## config.mk

```make
export PLATFORM = sky130hd
export DESIGN_NAME = tcm_capture_timer
export DESIGN_NICKNAME = d
export VERILOG_FILES = /design/src/tcm_pkg.sv /design/src/tcm_if.sv /design/src/tcm_clk_src.sv /design/src/tcm_pin_edge.sv /design/src/tcm_capture_timer.sv
export VERILOG_INCLUDE_DIRS = /design/src
export SDC_FILE = /design/constraint.sdc
export NUM_CORES = 1
export LEC_CHECK = 0
export BUFFER_PORTS_ARGS = -buffer_cell sky130_fd_sc_hd__buf_4
export CAP_MARGIN = 10
export CORE_UTILIZATION = 51
export CTS_CLUSTER_SIZE = 16
export DETAILED_ROUTE_END_ITERATION = 12
export PLACE_DENSITY = 0.72
export SYNTH_ARGS = -nofsm -noshare
export SYNTH_HDL_FRONTEND = slang
export SYNTH_HIERARCHICAL = 1
export SYNTH_SLANG_ARGS = --single-unit
```

## constraint.sdc

```tcl
create_clock -name CLK -period 3.67 [get_ports CLK]
set_clock_uncertainty 0.2 [all_clocks]
set_input_delay 0.734 -clock CLK [delete_from_list [all_inputs] [get_ports CLK]]
set_output_delay 0.734 -clock CLK [all_outputs]
set_load 0.01 [all_outputs]
```

## src/tcm_consts.svh

```systemverilog
/*
 * Offsets, field positions, reset values and divider taps of the capture
 * timer channel. Assumes byte addresses on an 8-bit register bus address.
 */
`ifndef TCM_CONSTS_SVH
`define TCM_CONSTS_SVH
// Register byte offsets.
`define TCM_OFS_CMD 8'h60
`define TCM_OFS_MODE 8'h64
`define TCM_OFS_SR 8'h70
`define TCM_OFS_IER 8'h74
`define TCM_OFS_IDR 8'h78
`define TCM_OFS_IMR 8'h7c
`define TCM_OFS_CV 8'h80
`define TCM_OFS_RA 8'h84
`define TCM_OFS_RB 8'h88
`define TCM_OFS_RC 8'h8c
// Command register bits.
`define TCM_CMD_RST 0
`define TCM_CMD_ON 1
`define TCM_CMD_OFF 2
`define TCM_CMD_TRG 3
// Setup register fields.
`define TCM_MD_CLOCK_SELECT 2:0
`define TCM_MD_CLOCK_INVERT 3
`define TCM_MD_BURST 5:4
`define TCM_MD_BSTOP 6
`define TCM_MD_BDIS 7
`define TCM_MD_TEDGE 9:8
`define TCM_MD_TPIN 10
`define TCM_MD_CTRG 14
`define TCM_MD_LDA 17:16
`define TCM_MD_LDB 19:18
`define TCM_MD_MASK 32'h000f47ff
`define TCM_MD_RST 32'h00000000
// Status register bits.
`define TCM_SR_OVF 0
`define TCM_SR_OVR 1
`define TCM_SR_CPC 4
`define TCM_SR_LDA 5
`define TCM_SR_LDB 6
`define TCM_SR_TRG 7
`define TCM_SR_CLK 8
`define TCM_SR_MA 9
`define TCM_SR_MB 10
`define TCM_SR_CHB 16
`define TCM_SR_CHA 17
`define TCM_SR_STICKY 32'h000300f3
// Prescaler taps for divide by 2, 8, 32, 128 and 1024.
`define TCM_DIV_W 10
`define TCM_TAP_2 0
`define TCM_TAP_8 2
`define TCM_TAP_32 4
`define TCM_TAP_128 6
`define TCM_TAP_1024 9
`define TCM_CNT_MAX 16'hffff
`define TCM_CNT_ZERO 16'h0000
`endif

```

## src/tcm_pkg.sv

```systemverilog
/*
 * Types and the edge-select decode shared by the capture timer modules.
 * Assumes nothing of its surroundings.
 */
package tcm_pkg;
    typedef enum logic {TCM_IDLE, TCM_COUNT} tcm_run_e;
    typedef logic [15:0] tcm_cnt_t;

    // Edge select: 00 none, 01 rising, 10 falling, 11 either.
    function automatic logic tcm_edge_hit(input logic [1:0] sel, input logic rise,
                                          input logic fall);
        return (sel[0] & rise) | (sel[1] & fall);
    endfunction
endpackage

```

## src/tcm_if.sv

```systemverilog
/*
 * Carrier between the channel core, its clock source and its pin edge finder.
 * Assumes all three run on the same core clock.
 */
`timescale 1ns/1ps
`default_nettype none
interface tcm_if;
    logic [2:0] clk_sel;
    logic clk_inv;
    logic [1:0] burst;
    logic tick;
    logic a_rise;
    logic a_fall;
    logic b_rise;
    logic b_fall;
    logic a_lvl;
    logic b_lvl;
    modport src (input clk_sel, input clk_inv, input burst, output tick);
    modport pin (output a_rise, output a_fall, output b_rise, output b_fall,
                 output a_lvl, output b_lvl);
    modport core (output clk_sel, output clk_inv, output burst, input tick,
                  input a_rise, input a_fall, input b_rise, input b_fall,
                  input a_lvl, input b_lvl);
endinterface
`default_nettype wire

```

## src/tcm_clk_src.sv

```systemverilog
/*
 * Counter clock source: prescaler, source select, burst gate and edge pick.
 * Assumes external clocks are synchronous to the core clock.
 */
`timescale 1ns/1ps
`default_nettype none
`include "tcm_consts.svh"
module tcm_clk_src (
    // System.
    input wire logic clk,
    input wire logic rst_b,
    input wire logic ce,
    // External clocks.
    input wire logic [2:0] ext_clk,
    // Core side.
    tcm_if.src bus
);
    logic [`TCM_DIV_W-1:0] pre_r;
    logic lvl_r;
    logic tick_r;

    // Source table: dividers for codes 0 to 4, external clocks for 5 to 7.
    wire [7:0] srcs = {ext_clk, pre_r[`TCM_TAP_1024], pre_r[`TCM_TAP_128],
                       pre_r[`TCM_TAP_32], pre_r[`TCM_TAP_8], pre_r[`TCM_TAP_2]};
    wire [3:0] gates = {ext_clk, 1'b1};
    wire gated = srcs[bus.clk_sel] & gates[bus.burst];
    // Rising edge normally, falling edge when inverted.
    wire tick_nxt = bus.clk_inv ? (lvl_r & ~gated) : (~lvl_r & gated);

    // The tick is registered so the core sees a clean one-cycle pulse.
    always_ff @(posedge clk) begin
        if (!rst_b) begin
            pre_r <= '0;
            lvl_r <= 1'b0;
            tick_r <= 1'b0;
        end else if (ce) begin
            pre_r <= pre_r + 10'h001;
            lvl_r <= gated;
            tick_r <= tick_nxt;
        end
    end

    assign bus.tick = tick_r & ce;
endmodule
`default_nettype wire

```

## src/tcm_pin_edge.sv

```systemverilog
/*
 * Edge finder for the two timer pins.
 * Assumes pin inputs are synchronous to the core clock.
 */
`timescale 1ns/1ps
`default_nettype none
module tcm_pin_edge (
    // System.
    input wire logic clk,
    input wire logic rst_b,
    input wire logic ce,
    // Pins.
    input wire logic tio_a,
    input wire logic tio_b,
    // Core side.
    tcm_if.pin bus
);
    logic a_r;
    logic b_r;

    // Previous pin levels; edges are seen one cycle after reset at the earliest.
    always_ff @(posedge clk) begin
        if (!rst_b) begin
            a_r <= 1'b0;
            b_r <= 1'b0;
        end else if (ce) begin
            a_r <= tio_a;
            b_r <= tio_b;
        end
    end

    // Edges are masked while the clock enable freezes the block.
    assign bus.a_rise = ce & tio_a & ~a_r;
    assign bus.a_fall = ce & ~tio_a & a_r;
    assign bus.b_rise = ce & tio_b & ~b_r;
    assign bus.b_fall = ce & ~tio_b & b_r;
    assign bus.a_lvl = a_r;
    assign bus.b_lvl = b_r;
endmodule
`default_nettype wire

```

## src/tcm_capture_timer.sv

```systemverilog
/*
 * One timer channel in capture mode with its Avalon-MM register slave.
 * Assumes pins and external clocks are synchronous to CLK, and that
 * SYNC_TRIGGER is a one-cycle pulse from the shared synchronize register.
 */
// Decided for this implementation: the Avalon-MM register port.
`timescale 1ns/1ps
`default_nettype none
`include "tcm_consts.svh"
//////////////////////////////////////////////////////////////////////////////
// Function
// Capture mode by default, pins stay inputs.
// Clock select: five dividers, three external clocks.
// Clock invert picks falling edge counting.
// Burst field ANDs an external gate in.
// Stop on B load; only trigger restarts.
// Trigger ignored when same edge stops counter.
// B load may switch counter clock off.
// Trigger pin and trigger edge selection.
// External trigger restarts counter, sets flag.
// Triggers start counter only while clock on.
// Compare C match may restart counter.
// Sixteen-bit compare register signals matches.
// Edge selects for loading capture A, B.
// Counter zeroed at next tick after setup.
// Soft reset clears the whole channel; the code leaves the prescaler, pin edge history and bus read data as they are.
// Clock on unless off in same write.
// Soft trigger restarts at next valid tick.
// Synchronize strobe triggers all channels together.
// Overflow flagged on wrap to zero.
// Overrun flagged on reload before read.
// Six event sources can request service; the code lets eight sticky flags do so.
// Status read clears reported sticky flags.
// Counter steps per tick; capture copies it.
module tcm_capture_timer (
    // System.
    input wire logic CLK,
    input wire logic RST_B,
    input wire logic CE,
    // Avalon-MM register slave.
    input wire logic [7:0] AVS_ADDRESS,
    input wire logic AVS_READ,
    input wire logic AVS_WRITE,
    input wire logic [31:0] AVS_WRITEDATA,
    input wire logic [3:0] AVS_BYTEENABLE,
    output logic [31:0] AVS_READDATA,
    output logic AVS_WAITREQUEST,
    // Timer pins, never driven in capture mode.
    input wire logic TIMER_IO_A_PIN_IN,
    output logic TIMER_IO_A_PIN_OUT,
    output logic TIMER_IO_A_PIN_OE,
    input wire logic TIMER_IO_B_PIN_IN,
    output logic TIMER_IO_B_PIN_OUT,
    output logic TIMER_IO_B_PIN_OE,
    // External clocks and the shared synchronize strobe.
    input wire logic [2:0] EXT_CLOCK,
    input wire logic SYNC_TRIGGER,
    // Service request from enabled sticky flags.
    output logic EVENT_IRQ
);
    logic wait_r;
    logic [31:0] rdata_r;
    logic [31:0] mode_r;
    logic [31:0] flg_r;
    logic [31:0] imr_r;
    logic [15:0] rc_r;
    tcm_pkg::tcm_cnt_t cnt_r;
    tcm_pkg::tcm_cnt_t ra_r;
    tcm_pkg::tcm_cnt_t rb_r;
    tcm_pkg::tcm_run_e run_r;
    tcm_pkg::tcm_run_e run_nxt;
    logic count_clock_on_r;
    logic pend_r;
    logic zpend_r;
    logic ra_unread_r;
    logic rb_unread_r;
    logic irq_r;
    logic tio_oe_r;
    logic [31:0] flg_set;
    logic [31:0] rd_mux;

    tcm_if chan_bus ();

    //////////////////////////////////////////////////////////////////////////
    // Clock source and pin edges.
    tcm_clk_src u_clk_src (
        .clk(CLK),
        .rst_b(RST_B),
        .ce(CE),
        .ext_clk(EXT_CLOCK),
        .bus(chan_bus.src)
    );

    tcm_pin_edge u_pin_edge (
        .clk(CLK),
        .rst_b(RST_B),
        .ce(CE),
        .tio_a(TIMER_IO_A_PIN_IN),
        .tio_b(TIMER_IO_B_PIN_IN),
        .bus(chan_bus.pin)
    );

    //////////////////////////////////////////////////////////////////////////
    // Register bus decode; a request is taken on the edge that sees wait low.
    wire req = AVS_READ | AVS_WRITE;
    wire acc = req & ~wait_r & CE;
    wire wr_acc = acc & AVS_WRITE;
    wire rd_acc = acc & AVS_READ;
    wire [31:0] be_m = {{8{AVS_BYTEENABLE[3]}}, {8{AVS_BYTEENABLE[2]}},
                        {8{AVS_BYTEENABLE[1]}}, {8{AVS_BYTEENABLE[0]}}};
    wire [31:0] wd = AVS_WRITEDATA & be_m;
    wire wr_cmd = wr_acc & (AVS_ADDRESS == `TCM_OFS_CMD);
    wire wr_mode = wr_acc & (AVS_ADDRESS == `TCM_OFS_MODE);
    wire wr_ier = wr_acc & (AVS_ADDRESS == `TCM_OFS_IER);
    wire wr_idr = wr_acc & (AVS_ADDRESS == `TCM_OFS_IDR);
    wire wr_rc = wr_acc & (AVS_ADDRESS == `TCM_OFS_RC);
    wire rd_sr = rd_acc & (AVS_ADDRESS == `TCM_OFS_SR);
    wire rd_ra = rd_acc & (AVS_ADDRESS == `TCM_OFS_RA);
    wire rd_rb = rd_acc & (AVS_ADDRESS == `TCM_OFS_RB);

    // Commands; a one bit acts, except ON together with OFF, and a zero bit does nothing.
    wire swr = wr_cmd & wd[`TCM_CMD_RST];
    wire on_evt = wr_cmd & wd[`TCM_CMD_ON] & ~wd[`TCM_CMD_OFF];
    wire soft_trg = (wr_cmd & wd[`TCM_CMD_TRG]) | (SYNC_TRIGGER & CE);

    //////////////////////////////////////////////////////////////////////////
    // Setup fields steering the channel.
    wire [1:0] lda_sel = mode_r[`TCM_MD_LDA];
    wire [1:0] ldb_sel = mode_r[`TCM_MD_LDB];
    wire [1:0] tedge = mode_r[`TCM_MD_TEDGE];
    wire tpin = mode_r[`TCM_MD_TPIN];
    wire bstop = mode_r[`TCM_MD_BSTOP];
    wire bdis = mode_r[`TCM_MD_BDIS];
    wire ctrg = mode_r[`TCM_MD_CTRG];
    assign chan_bus.clk_sel = mode_r[`TCM_MD_CLOCK_SELECT];
    assign chan_bus.clk_inv = mode_r[`TCM_MD_CLOCK_INVERT];
    assign chan_bus.burst = mode_r[`TCM_MD_BURST];

    //////////////////////////////////////////////////////////////////////////
    // Pin events: capture loads and the external trigger.
    wire a_r = chan_bus.a_rise;
    wire a_f = chan_bus.a_fall;
    wire lda_evt = tcm_pkg::tcm_edge_hit(lda_sel, a_r, a_f);
    wire ldb_evt = tcm_pkg::tcm_edge_hit(ldb_sel, a_r, a_f);
    wire b_halt = ldb_evt & (bstop | bdis);
    wire trg_a = tcm_pkg::tcm_edge_hit(tedge, a_r, a_f);
    wire trg_b = tcm_pkg::tcm_edge_hit(tedge, chan_bus.b_rise, chan_bus.b_fall);
    wire trg_edge = tpin ? trg_a : trg_b;
    // A TIOA edge that both triggers and halts the counter must not restart it.
    wire ext_trg = trg_edge & ~(tpin & b_halt);
    wire trig_now = ext_trg | soft_trg;

    //////////////////////////////////////////////////////////////////////////
    // Counter control.
    wire off_evt = (wr_cmd & wd[`TCM_CMD_OFF]) | (ldb_evt & bdis);
    wire count_clock_on_nxt = off_evt ? 1'b0 : (on_evt ? 1'b1 : count_clock_on_r);
    wire step = chan_bus.tick & count_clock_on_r;
    wire running = (run_r == tcm_pkg::TCM_COUNT);
    wire cmp_trg = ctrg & running & (cnt_r == rc_r);
    // Only an enabled clock can start the counter.
    wire restart = step & (pend_r | trig_now | cmp_trg);
    wire zero = step & zpend_r;
    wire stop_evt = b_halt | ~count_clock_on_nxt;
    // A B-load halt also drops a waiting trigger, so the stop is not undone a tick later.
    wire pend_nxt = count_clock_on_nxt & ~step & ~b_halt & (pend_r | trig_now);
    wire zpend_nxt = wr_mode | (zpend_r & ~step);
    wire [15:0] cnt_nxt = stop_evt ? cnt_r :
                          (restart | zero) ? `TCM_CNT_ZERO :
                          (step & running) ? cnt_r + 16'h0001 : cnt_r;

    // Run state: a trigger starts, a B-load halt or clock off stops.
    always_comb begin
        run_nxt = run_r;
        case (run_r)
            tcm_pkg::TCM_IDLE: begin
                if (restart && !stop_evt) begin
                    run_nxt = tcm_pkg::TCM_COUNT;
                end
            end
            tcm_pkg::TCM_COUNT: begin
                if (stop_evt) begin
                    run_nxt = tcm_pkg::TCM_IDLE;
                end
            end
            default: run_nxt = tcm_pkg::TCM_IDLE;
        endcase
    end

    //////////////////////////////////////////////////////////////////////////
    // Events feeding the sticky flags.
    wire ovf_evt = step & running & ~restart & ~zero & ~stop_evt &
                   (cnt_r == `TCM_CNT_MAX);
    wire cpc_evt = step & (run_nxt == tcm_pkg::TCM_COUNT) & (cnt_nxt == rc_r);
    wire ovr_evt = (lda_evt & ra_unread_r) | (ldb_evt & rb_unread_r);
    // Only flags reported by the read being completed are cleared.
    wire [31:0] flg_clr = rd_sr ? (rdata_r & `TCM_SR_STICKY) : 32'h00000000;

    always_comb begin
        flg_set = 32'h00000000;
        flg_set[`TCM_SR_OVF] = ovf_evt;
        flg_set[`TCM_SR_OVR] = ovr_evt;
        flg_set[`TCM_SR_CPC] = cpc_evt;
        flg_set[`TCM_SR_LDA] = lda_evt;
        flg_set[`TCM_SR_LDB] = ldb_evt;
        flg_set[`TCM_SR_TRG] = ext_trg;
        flg_set[`TCM_SR_CHB] = chan_bus.b_rise | chan_bus.b_fall;
        flg_set[`TCM_SR_CHA] = a_r | a_f;
    end

    //////////////////////////////////////////////////////////////////////////
    // Read data selection; write-only and unmapped addresses read zero.
    always_comb begin
        case (AVS_ADDRESS)
            `TCM_OFS_MODE: rd_mux = mode_r;
            `TCM_OFS_SR: begin
                rd_mux = flg_r;
                rd_mux[`TCM_SR_CLK] = count_clock_on_r;
                rd_mux[`TCM_SR_MA] = chan_bus.a_lvl;
                rd_mux[`TCM_SR_MB] = chan_bus.b_lvl;
            end
            `TCM_OFS_IMR: rd_mux = imr_r;
            `TCM_OFS_CV: rd_mux = {16'h0000, cnt_r};
            `TCM_OFS_RA: rd_mux = {16'h0000, ra_r};
            `TCM_OFS_RB: rd_mux = {16'h0000, rb_r};
            `TCM_OFS_RC: rd_mux = {16'h0000, rc_r};
            default: rd_mux = 32'h00000000;
        endcase
    end

    //////////////////////////////////////////////////////////////////////////
    // Bus slave: one wait cycle, then the answer stands for one cycle.
    always_ff @(posedge CLK) begin
        if (!RST_B) begin
            wait_r <= 1'b1;
            rdata_r <= 32'h00000000;
        end else if (CE) begin
            wait_r <= ~(wait_r & req);
            if (wait_r && AVS_READ) begin
                rdata_r <= rd_mux;
            end
        end
    end

    // Setup, compare and mask registers; soft reset clears them too.
    always_ff @(posedge CLK) begin
        if (!RST_B || swr) begin
            mode_r <= `TCM_MD_RST;
            rc_r <= 16'h0000;
            imr_r <= 32'h00000000;
        end else begin
            if (wr_mode) begin
                mode_r <= (mode_r & ~be_m) | (wd & `TCM_MD_MASK);
            end
            if (wr_rc) begin
                rc_r <= (rc_r & ~be_m[15:0]) | wd[15:0];
            end
            if (wr_ier || wr_idr) begin
                imr_r <= wr_ier ? (imr_r | (wd & `TCM_SR_STICKY)) : (imr_r & ~wd);
            end
        end
    end

    // Counter, run state and trigger bookkeeping.
    always_ff @(posedge CLK) begin
        if (!RST_B || swr) begin
            cnt_r <= `TCM_CNT_ZERO;
            run_r <= tcm_pkg::TCM_IDLE;
            count_clock_on_r <= 1'b0;
            pend_r <= 1'b0;
            zpend_r <= 1'b0;
        end else if (CE) begin
            cnt_r <= cnt_nxt;
            run_r <= run_nxt;
            count_clock_on_r <= count_clock_on_nxt;
            pend_r <= pend_nxt;
            zpend_r <= zpend_nxt;
        end
    end

    // Captures copy the live count; a new load sets the unread marker.
    always_ff @(posedge CLK) begin
        if (!RST_B || swr) begin
            ra_r <= `TCM_CNT_ZERO;
            rb_r <= `TCM_CNT_ZERO;
            ra_unread_r <= 1'b0;
            rb_unread_r <= 1'b0;
        end else begin
            if (lda_evt) begin
                ra_r <= cnt_r;
            end
            if (ldb_evt) begin
                rb_r <= cnt_r;
            end
            ra_unread_r <= lda_evt | (ra_unread_r & ~rd_ra);
            rb_unread_r <= ldb_evt | (rb_unread_r & ~rd_rb);
        end
    end

    // Sticky flags: a set in the clearing cycle wins.
    always_ff @(posedge CLK) begin
        if (!RST_B || swr) begin
            flg_r <= 32'h00000000;
            irq_r <= 1'b0;
            tio_oe_r <= 1'b0;
        end else if (CE) begin
            flg_r <= (flg_r & ~flg_clr) | flg_set;
            irq_r <= |(flg_r & imr_r);
            tio_oe_r <= 1'b0;
        end
    end

    assign AVS_READDATA = rdata_r;
    assign AVS_WAITREQUEST = wait_r;
    assign TIMER_IO_A_PIN_OUT = tio_oe_r;
    assign TIMER_IO_A_PIN_OE = tio_oe_r;
    assign TIMER_IO_B_PIN_OUT = tio_oe_r;
    assign TIMER_IO_B_PIN_OE = tio_oe_r;
    assign EVENT_IRQ = irq_r;
endmodule
`default_nettype wire

```

-- After elaboration in Yosys (flattened, before gate mapping)
Index checks and enable logic that the tools add are counted.
W data, S select, Z words.
- shift-type cells: 0
- multipliers: 0
- add/subtract/negate cells: 2
- reduce and logical (&&, ||, !) cells: 8
- divide/modulo/power cells: 0
- muxes and demuxes: 17
- order comparisons: 2
- equality and inequality tests: 13
- bitwise gates (word level): 115
- operator list (operator ; count):
    $pmux W32 S7 ; 1
    $and A32 B32 Y32 ; 5
    $not A32 Y32 ; 2
    $or A32 B18 Y32 ; 2
    $and A1 B1 Y1 ; 63
    $eq A8 B7 Y1 const B ; 6
    $mux W16 ; 3
    $eq A16 B16 Y1 ; 2
    $eq A8 B8 Y1 const B ; 4
    $mux W32 ; 1
    $not A18 Y32 ; 1
    $or A32 B20 Y32 ; 1
    $reduce_or A32 Y1 ; 1
    $not A1 Y1 ; 19
    $or A1 B1 Y1 ; 19
    $mux W18 ; 1
    $add A16 B1 Y16 const B ; 1
    $and A16 B16 Y16 ; 1
    $eq A16 B16 Y1 const B ; 1
    $not A16 Y16 ; 1
    $or A16 B16 Y16 ; 1
    $add A10 B1 Y10 const B ; 1
    $mux W1 ; 8
    $lt A3 B4 Y1 const B ; 1
    8 further kinds ; 11
- bits in registers: 214
- bits in latches: 0
- output and inout bits: 38
- bits in read-only memories: 0
- memories kept: 0
- bits in writable memories: 0
- logic and storage cells: 178

-- Depth between registers and ports, before layout
- depth in word-level cells: 19
- mapped depth: 14
- gate-level depth less buffers: 11

-- Hierarchy
Netlist, hierarchy kept.
- by module, submodules not included (module ; area each (um^2) ; cells each ; seq. area each (um^2) ; times used):
    tcm_capture_timer ; 8266.7 ; 1020 ; 3523.4 ; 1
    tcm_clk_src ; 681.9 ; 71 ; 240.2 ; 1
    tcm_pin_edge ; 105.1 ; 12 ; 40.0 ; 1

-- Worst setup path before layout
No wires, ideal clock.
- path kind: input port to flip-flop
- start point: input port CE
- end point: register flg_r[4]
- buffers on the path: 2
- arrival: 3282 ps
- setup slack: 119 ps
- stages: 12
- path through: buf_4 -> and2_1 -> and2_1 -> clkbuf_1 -> o211ai_1 -> nor4_1 -> xor2_1 -> xor2_1 -> o31a_1 -> o32a_1 -> or4_1 -> o21ai_1
- elaborated cells between the ends (all ways): 65
- classes of those cells: eq/ne: 1; mux: 10; bitwise: 51; reduce/logical: 3
- RTL lines (item ; RTL line ; source):
    from (decl) ; tcm_capture_timer.sv:39 ; input wire logic CE,
    $and A1 B1 Y1 * ; tcm_clk_src.sv:43 ; assign bus.tick = tick_r & ce;
    named net chan_bus.tick ; tcm_if.sv:11 ; logic tick;
    $and A1 B1 Y1 * ; tcm_capture_timer.sv:157 ; wire step = chan_bus.tick & count_clock_on_r;
    $and A1 B1 Y1, on equally long branches ; tcm_capture_timer.sv:169, tcm_capture_timer.sv:161, tcm_capture_timer.sv:162 ;
    $mux W16 (tied with other cells) ; tcm_capture_timer.sv:169 ; (step & running) ? cnt_r + 16'h0001 : cnt_r;
    $mux W16 or $mux W1 (tied branches) ; tcm_capture_timer.sv:168, tcm_capture_timer.sv:176 ;
    $mux W16 or $pmux W1 S2 (tied branches) ; tcm_capture_timer.sv:167, tcm_capture_timer.sv:174 ;
    $eq A16 B16 Y1 or $and A1 B1 Y1 (tied branches) ; tcm_capture_timer.sv:193 ; wire cpc_evt = step & (run_nxt == tcm_pkg::TCM_COUNT) & (cnt_nxt == rc_r);
    $and A1 B1 Y1 * ; tcm_capture_timer.sv:193 ;
    $or A32 B18 Y32 * ; tcm_capture_timer.sv:306 ; flg_r <= (flg_r & ~flg_clr) | flg_set;
    to (signal assigned) ; tcm_capture_timer.sv:306 ;
    to (decl) ; tcm_capture_timer.sv:64 ; logic [31:0] flg_r;
Mark *: on every way through the listed nets, which the timed path passes. The rest lies on a longest branch.
A chain may end at the register's enable or synchronous reset.

-- Final worst setup path
- start point: input port CE
- end point: register flg_r[4]
- longest elaborated chain between the ends: 18
- elaborated cells between the ends (all ways): 65
- classes of those cells: eq/ne: 1; mux: 10; bitwise: 51; reduce/logical: 3
- RTL lines (item ; RTL line ; source):
    $and A1 B1 Y1 * (2 in a row) ; tcm_pin_edge.sv:33 ; assign bus.a_rise = ce & tio_a & ~a_r;
    named net a_r ; tcm_capture_timer.sv:141 ; wire a_r = chan_bus.a_rise;
    $and A1 B1 Y1 ; tcm_pkg.sv:12 ; return (sel[0] & rise) | (sel[1] & fall);
    $or A1 B1 Y1 ; tcm_pkg.sv:12 ;
    $and A1 B1 Y1 ; tcm_capture_timer.sv:145 ; wire b_halt = ldb_evt & (bstop | bdis);
    $and A1 B1 Y1 ; tcm_capture_timer.sv:150 ; wire ext_trg = trg_edge & ~(tpin & b_halt);
    $not A1 Y1 ; tcm_capture_timer.sv:150 ;
    $and A1 B1 Y1 ; tcm_capture_timer.sv:150 ;
    $or A1 B1 Y1 ; tcm_capture_timer.sv:151 ; wire trig_now = ext_trg | soft_trg;
    $or A1 B1 Y1 (2 in a row) ; tcm_capture_timer.sv:161 ; wire restart = step & (pend_r | trig_now | cmp_trg);
    $and A1 B1 Y1 ; tcm_capture_timer.sv:161 ;
    $or A1 B1 Y1 or $logic_and A1 B1 Y1 (tied branches) ; tcm_capture_timer.sv:168, tcm_capture_timer.sv:176 ;
    $mux W16 or $mux W1 (tied branches) ; tcm_capture_timer.sv:168, tcm_capture_timer.sv:176 ;
    $mux W16 or $pmux W1 S2 (tied branches) ; tcm_capture_timer.sv:167, tcm_capture_timer.sv:174 ;
    $eq A16 B16 Y1 or $and A1 B1 Y1 (tied branches) ; tcm_capture_timer.sv:193 ;
    $and A1 B1 Y1 * ; tcm_capture_timer.sv:193 ;
    $or A32 B18 Y32 * ; tcm_capture_timer.sv:306 ;
Marks and branches as above.

==> impl.org <==
** Logic synthesis
- Of all cell types, the one taking the most synthesized area is sky130_fd_sc_hd__dfxtp_1.
- Total standard cell area after synthesis :: about 0.0091 mm^2
- In this run the mean area of a mapped cell was 8.21 um^2.
- Leading cell types by total area after synthesis :: sky130_fd_sc_hd__dfxtp_1 42%, sky130_fd_sc_hd__nand2_1 6.9%, sky130_fd_sc_hd__a21oi_1 6.5%
- Fraction of post-synthesis cell area in the top cell type by area :: 0.420
- Most frequently used flop master after synthesis :: sky130_fd_sc_hd__dfxtp_1
- Of all flip-flops after synthesis, the portion carrying an async set or reset was 0.
- Syn. warnings :: 6
- Portion of the post-synthesis area used by sequential elements :: 0.420
- Yosys mapped a number of flops with a built-in enable equal to 0.
- Number of library cell types mapped by synthesis :: 75
- Synthesis inferred 190 register bits.
- In the synthesized netlist, the number of instances is 1103.

** Setup path
- STA puts the critical path data arrival time at 3.60 ns.
- Critical path, cell by cell :: buf_4, and3b_2, a22oi_1, buf_4, o2111ai_1, nor2_4, nand2_1, or4b_1, a31oi_1, a21oi_1, or4_1, o21ai_1
- Max incr delay on CP :: 0.51 ns
- At the worst endpoint, the required time is between 3 and 4 ns.
- Tracing the worst setup path back leads to its startpoint at CE.
- Type of element launching the critical path :: primary input
- Reg-to-reg critical path endpoint :: flg_r[4]$_SDFFE_PP0P_
- The worst setup path is captured at a register.
- Of all nets on the critical path, the largest fanout is 5.
- Cell with the largest stage delay on the worst path :: sky130_fd_sc_hd__or4_1
- Crit-path most repeated cell :: sky130_fd_sc_hd__buf_4
- Depth of the worst register-to-register path :: 11
- Internal reg-to-reg setup slack :: 0.27 ns
- The critical path is of the in2reg type.
- In this run the worst setup path terminates at flg_r[4]$_SDFFE_PP0P_.
- Beginning of the worst register-to-register path :: u_pin_edge/bus.a_lvl$_SDFFE_PN0P_

** Placement
- In this run the cell area measured after placement is approximately 0.01 mm^2.
- The congestion estimate from routability-driven global placement came to 0.925.
- Port Buffers :: between 80 and 90
- In this run, placement finished with an instance count of approximately 1400.
- Summed over all nets, the half-perimeter wirelength after detailed placement is about 19 mm.
- Dpl ws :: -0.197 ns

** Global route
- Maximum number of pins on one net before global-route repair :: 57
- Overall overflow remaining after global route :: 0
- The number of global-route vias before repair is 7930.
- First-pass GRT wire length :: approximately 43 mm
- Antenna violations before repair :: 0
- Global-route usage over all layers :: 0.306

** Pwr
- Leak pwr :: between 4 and 5 nW
- Power spread over the standard cell area amounts to between 300 and 400 mW/mm^2.
- Across the VDD grid, the largest voltage drop is 0.000348 V.
- Total power for the finished layout comes to a little over 0.004 W.

** Clock network
- Deepest clock path buffer count :: 2
- The number of setup buffers added after CTS is 0.
- After clock tree synthesis, the clock-pin slew on the worst setup and hold paths is approximately 0.080 ns.
- CTS tree :: built
- After clock tree synthesis, the flow added hold-fix buffers numbering 0.
- Once the clock tree was built, the resizer swapped 0 gates to a different size.
- CTS H-tree lvls :: 4
- For the worst-skew pair, the clock arrives at the later sink with an insertion delay of 0.44 ns.
- Counting every sink on the clock net gives 190.
- TritonCTS created 17 clock buffers.
- CTS placed an instance of sky130_fd_sc_hd__clkbuf_16 at the clock tree root.

** Route
- The routed layout has 8568 vias.
- Wire length per cell after detailed routing :: a little under 20 um
- Pre-Repair DR Iteration Count :: 7
- Starting DRC count in detailed routing :: 817
- The count of nets left with antenna violations once routing finished came out at 0.
- In the routed layout, each cell is associated on average with a via count of approximately 6.
- Number of design rule violations left after detail routing :: 0
- Wires add up to 27.7 mm.

** Die
- The die covers about 0.018 mm^2.
- In this run the horizontal extent of the chip is about 140 um.
- I/O pins :: 93
- Cell Rows :: 48
- Placeable Area :: about 0.017 mm^2
- Die Height :: 135 um
- For this configuration, the core starts out at a cell density of 0.523.

** Flow run
- The tool flagged a number of max-cap violations equal to 0.

** Timing
- The max-slew violation count was 0.
- Final setup violating endpoints :: 0
- Measured against its own limit, the worst slew margin works out to 0.382.
- Count of endpoints failing hold in the final timing report :: 0
- RSZ-0062 raised after global routing :: no
- Final Worst Setup Slack :: 0.239 ns
- Derived from the worst setup path, the maximum achievable clock frequency is ~300 MHz.
- The routed design could run at a clock period as short as 3.43 ns.
- Transition time at the pin with the least slew margin :: about 0.9 ns
- Portion of the clock cycle consumed by the worst path in the final layout :: 0.935

** Min path
- Type of the worst min-delay path :: reg2reg

** Cells and area
- Final instance area :: between 0.01 and 0.015 mm^2
- Non-filler instance count after layout :: 1437
- Share of final-layout standard cells stronger than drive strength 1 :: 0.180
- The repair_antennas step left the layout with diodes totalling 0.
- Final net count :: ~1300
- Relative to the synthesized area, the layout overhead comes to 19.5%.

** Run status
- The flow ran to the end, and the final reports show no timing, DRC or antenna violations.
## worst min-delay path by stage
stage,start,endpoint,slack (ns),depth (start not counted)
5_1_grt,AVS_WRITEDATA[26],imr_r[26]$_SDFFE_PP0P_,0.23,2
3_5_place_dp,imr_r[20]$_SDFFE_PP0P_,imr_r[20]$_SDFFE_PP0P_,0.22,2
3_3_place_gp,imr_r[20]$_SDFFE_PP0P_,imr_r[20]$_SDFFE_PP0P_,0.22,2
4_1_cts,imr_r[19]$_SDFFE_PP0P_,imr_r[19]$_SDFFE_PP0P_,0.23,2
2_1_floorplan,imr_r[8]$_SDFFE_PP0P_,imr_r[8]$_SDFFE_PP0P_,0.21,2
6_report,imr_r[18]$_SDFFE_PP0P_,imr_r[18]$_SDFFE_PP0P_,0.23,2
## cell usage in the layout, fill, tap and decap left out, types with 4 or more instances in the layout
cell                        instances
sky130_fd_sc_hd__dfxtp_1          190
sky130_fd_sc_hd__nor3_1            20
sky130_fd_sc_hd__clkinv_4           4
sky130_fd_sc_hd__and3_1            12
sky130_fd_sc_hd__nor2b_1           23
sky130_fd_sc_hd__xnor2_1           25
sky130_fd_sc_hd__xor2_1            14
sky130_fd_sc_hd__nand3_1           15
sky130_fd_sc_hd__nor4_1             8
sky130_fd_sc_hd__nand3b_1           6
sky130_fd_sc_hd__a22oi_1           46
sky130_fd_sc_hd__inv_1             11
sky130_fd_sc_hd__o21ai_1            4
sky130_fd_sc_hd__a32oi_1            7
sky130_fd_sc_hd__o211ai_1           5
sky130_fd_sc_hd__o21ai_0           37
sky130_fd_sc_hd__nor2_1            97
sky130_fd_sc_hd__a21oi_1          118
sky130_fd_sc_hd__clkinv_8           4
sky130_fd_sc_hd__nand2_1          166
sky130_fd_sc_hd__nand2b_1           5
sky130_fd_sc_hd__a222oi_1          11
sky130_fd_sc_hd__inv_8              4
sky130_fd_sc_hd__a31oi_1           18
sky130_fd_sc_hd__conb_1             4
sky130_fd_sc_hd__a22o_1             6
sky130_fd_sc_hd__clkbuf_16         17
sky130_fd_sc_hd__buf_4            158
sky130_fd_sc_hd__nand4_1           13
sky130_fd_sc_hd__mux2i_1           47
sky130_fd_sc_hd__and2_1            40
sky130_fd_sc_hd__a21boi_1           5
## Yosys cell counts, types with 6 or more instances
cell                       count
sky130_fd_sc_hd__nor4_1        8
sky130_fd_sc_hd__nor3_1       20
sky130_fd_sc_hd__nor2_1       97
sky130_fd_sc_hd__clkbuf_1     69
sky130_fd_sc_hd__nand3b_1      6
sky130_fd_sc_hd__xnor2_1      25
sky130_fd_sc_hd__a222oi_1     11
sky130_fd_sc_hd__nand2_1     166
sky130_fd_sc_hd__a31oi_1      18
sky130_fd_sc_hd__and3_1       12
sky130_fd_sc_hd__a22o_1        6
sky130_fd_sc_hd__a32oi_1       7
sky130_fd_sc_hd__a22oi_1      46
sky130_fd_sc_hd__inv_1        11
sky130_fd_sc_hd__o21ai_0      37
sky130_fd_sc_hd__dfxtp_1     190
sky130_fd_sc_hd__nand3_1      15
sky130_fd_sc_hd__nand4_1      13
sky130_fd_sc_hd__xor2_1       14
sky130_fd_sc_hd__nor2b_1      23
sky130_fd_sc_hd__mux2i_1      47
sky130_fd_sc_hd__and2_1       40
sky130_fd_sc_hd__a21oi_1     118
## final cells by class
class | count | area [um^2]
multi-input cells | 819 | 4870
repair buffers | 159 | 1210
flip-flops and latches | 190 | 3800
fillers | 1490 | 6470
clock inverters | 15 | 186
clock buffers | 17 | 425
well taps | 225 | 282
inverters | 12 | 45.0
## worst max-delay path, delay by kind of cell
family	cells	cell delay, ns
buffers and inverters	2	0.32
AO/OA/AOI/OAI	5	1.02
AND/OR/NAND/NOR	5	1.53
## layer usage
metal | GRT usage | vias up | part of all wire
li1 | - | 4077 | -
met1 | 0.404 | 4020 | 0.43
met2 | 0.488 | 409 | 0.46
met3 | 0.0614 | 62 | 0.089
met4 | 0.125 | 0 | 0.030
met5 | 0 | - | 0
## where the power goes
part,internal [W],switching [W],total [W]
logic,0.0000781,0.000115,0.000193
clock network,0.000933,0.000951,0.00188
registers,0.00207,0.00000856,0.00208
## cells by family after synthesis
kind of cell,after synthesis,share of synthesized area
compound gates,284,0.198
simple gates,440,0.240
buf+inv,97,0.0455
fa+ha+maj,2,0.00276
other cells,1,0.000414
flops,190,0.420
mux,50,0.0561
xor+xnor,39,0.0377
## through the flow
step	hold WS, ns	utilization	TNS [ns]
2_1_floorplan	0.211	-	0
3_3_place_gp	0.218	0.590	-0.172
3_5_place_dp	0.221	0.590	-0.197
4_1_cts	0.234	0.626	0
5_1_grt	0.234	0.626	0
6_report	0.233	0.626	0
No activity file was read; power rests on OpenSTA's default activity.
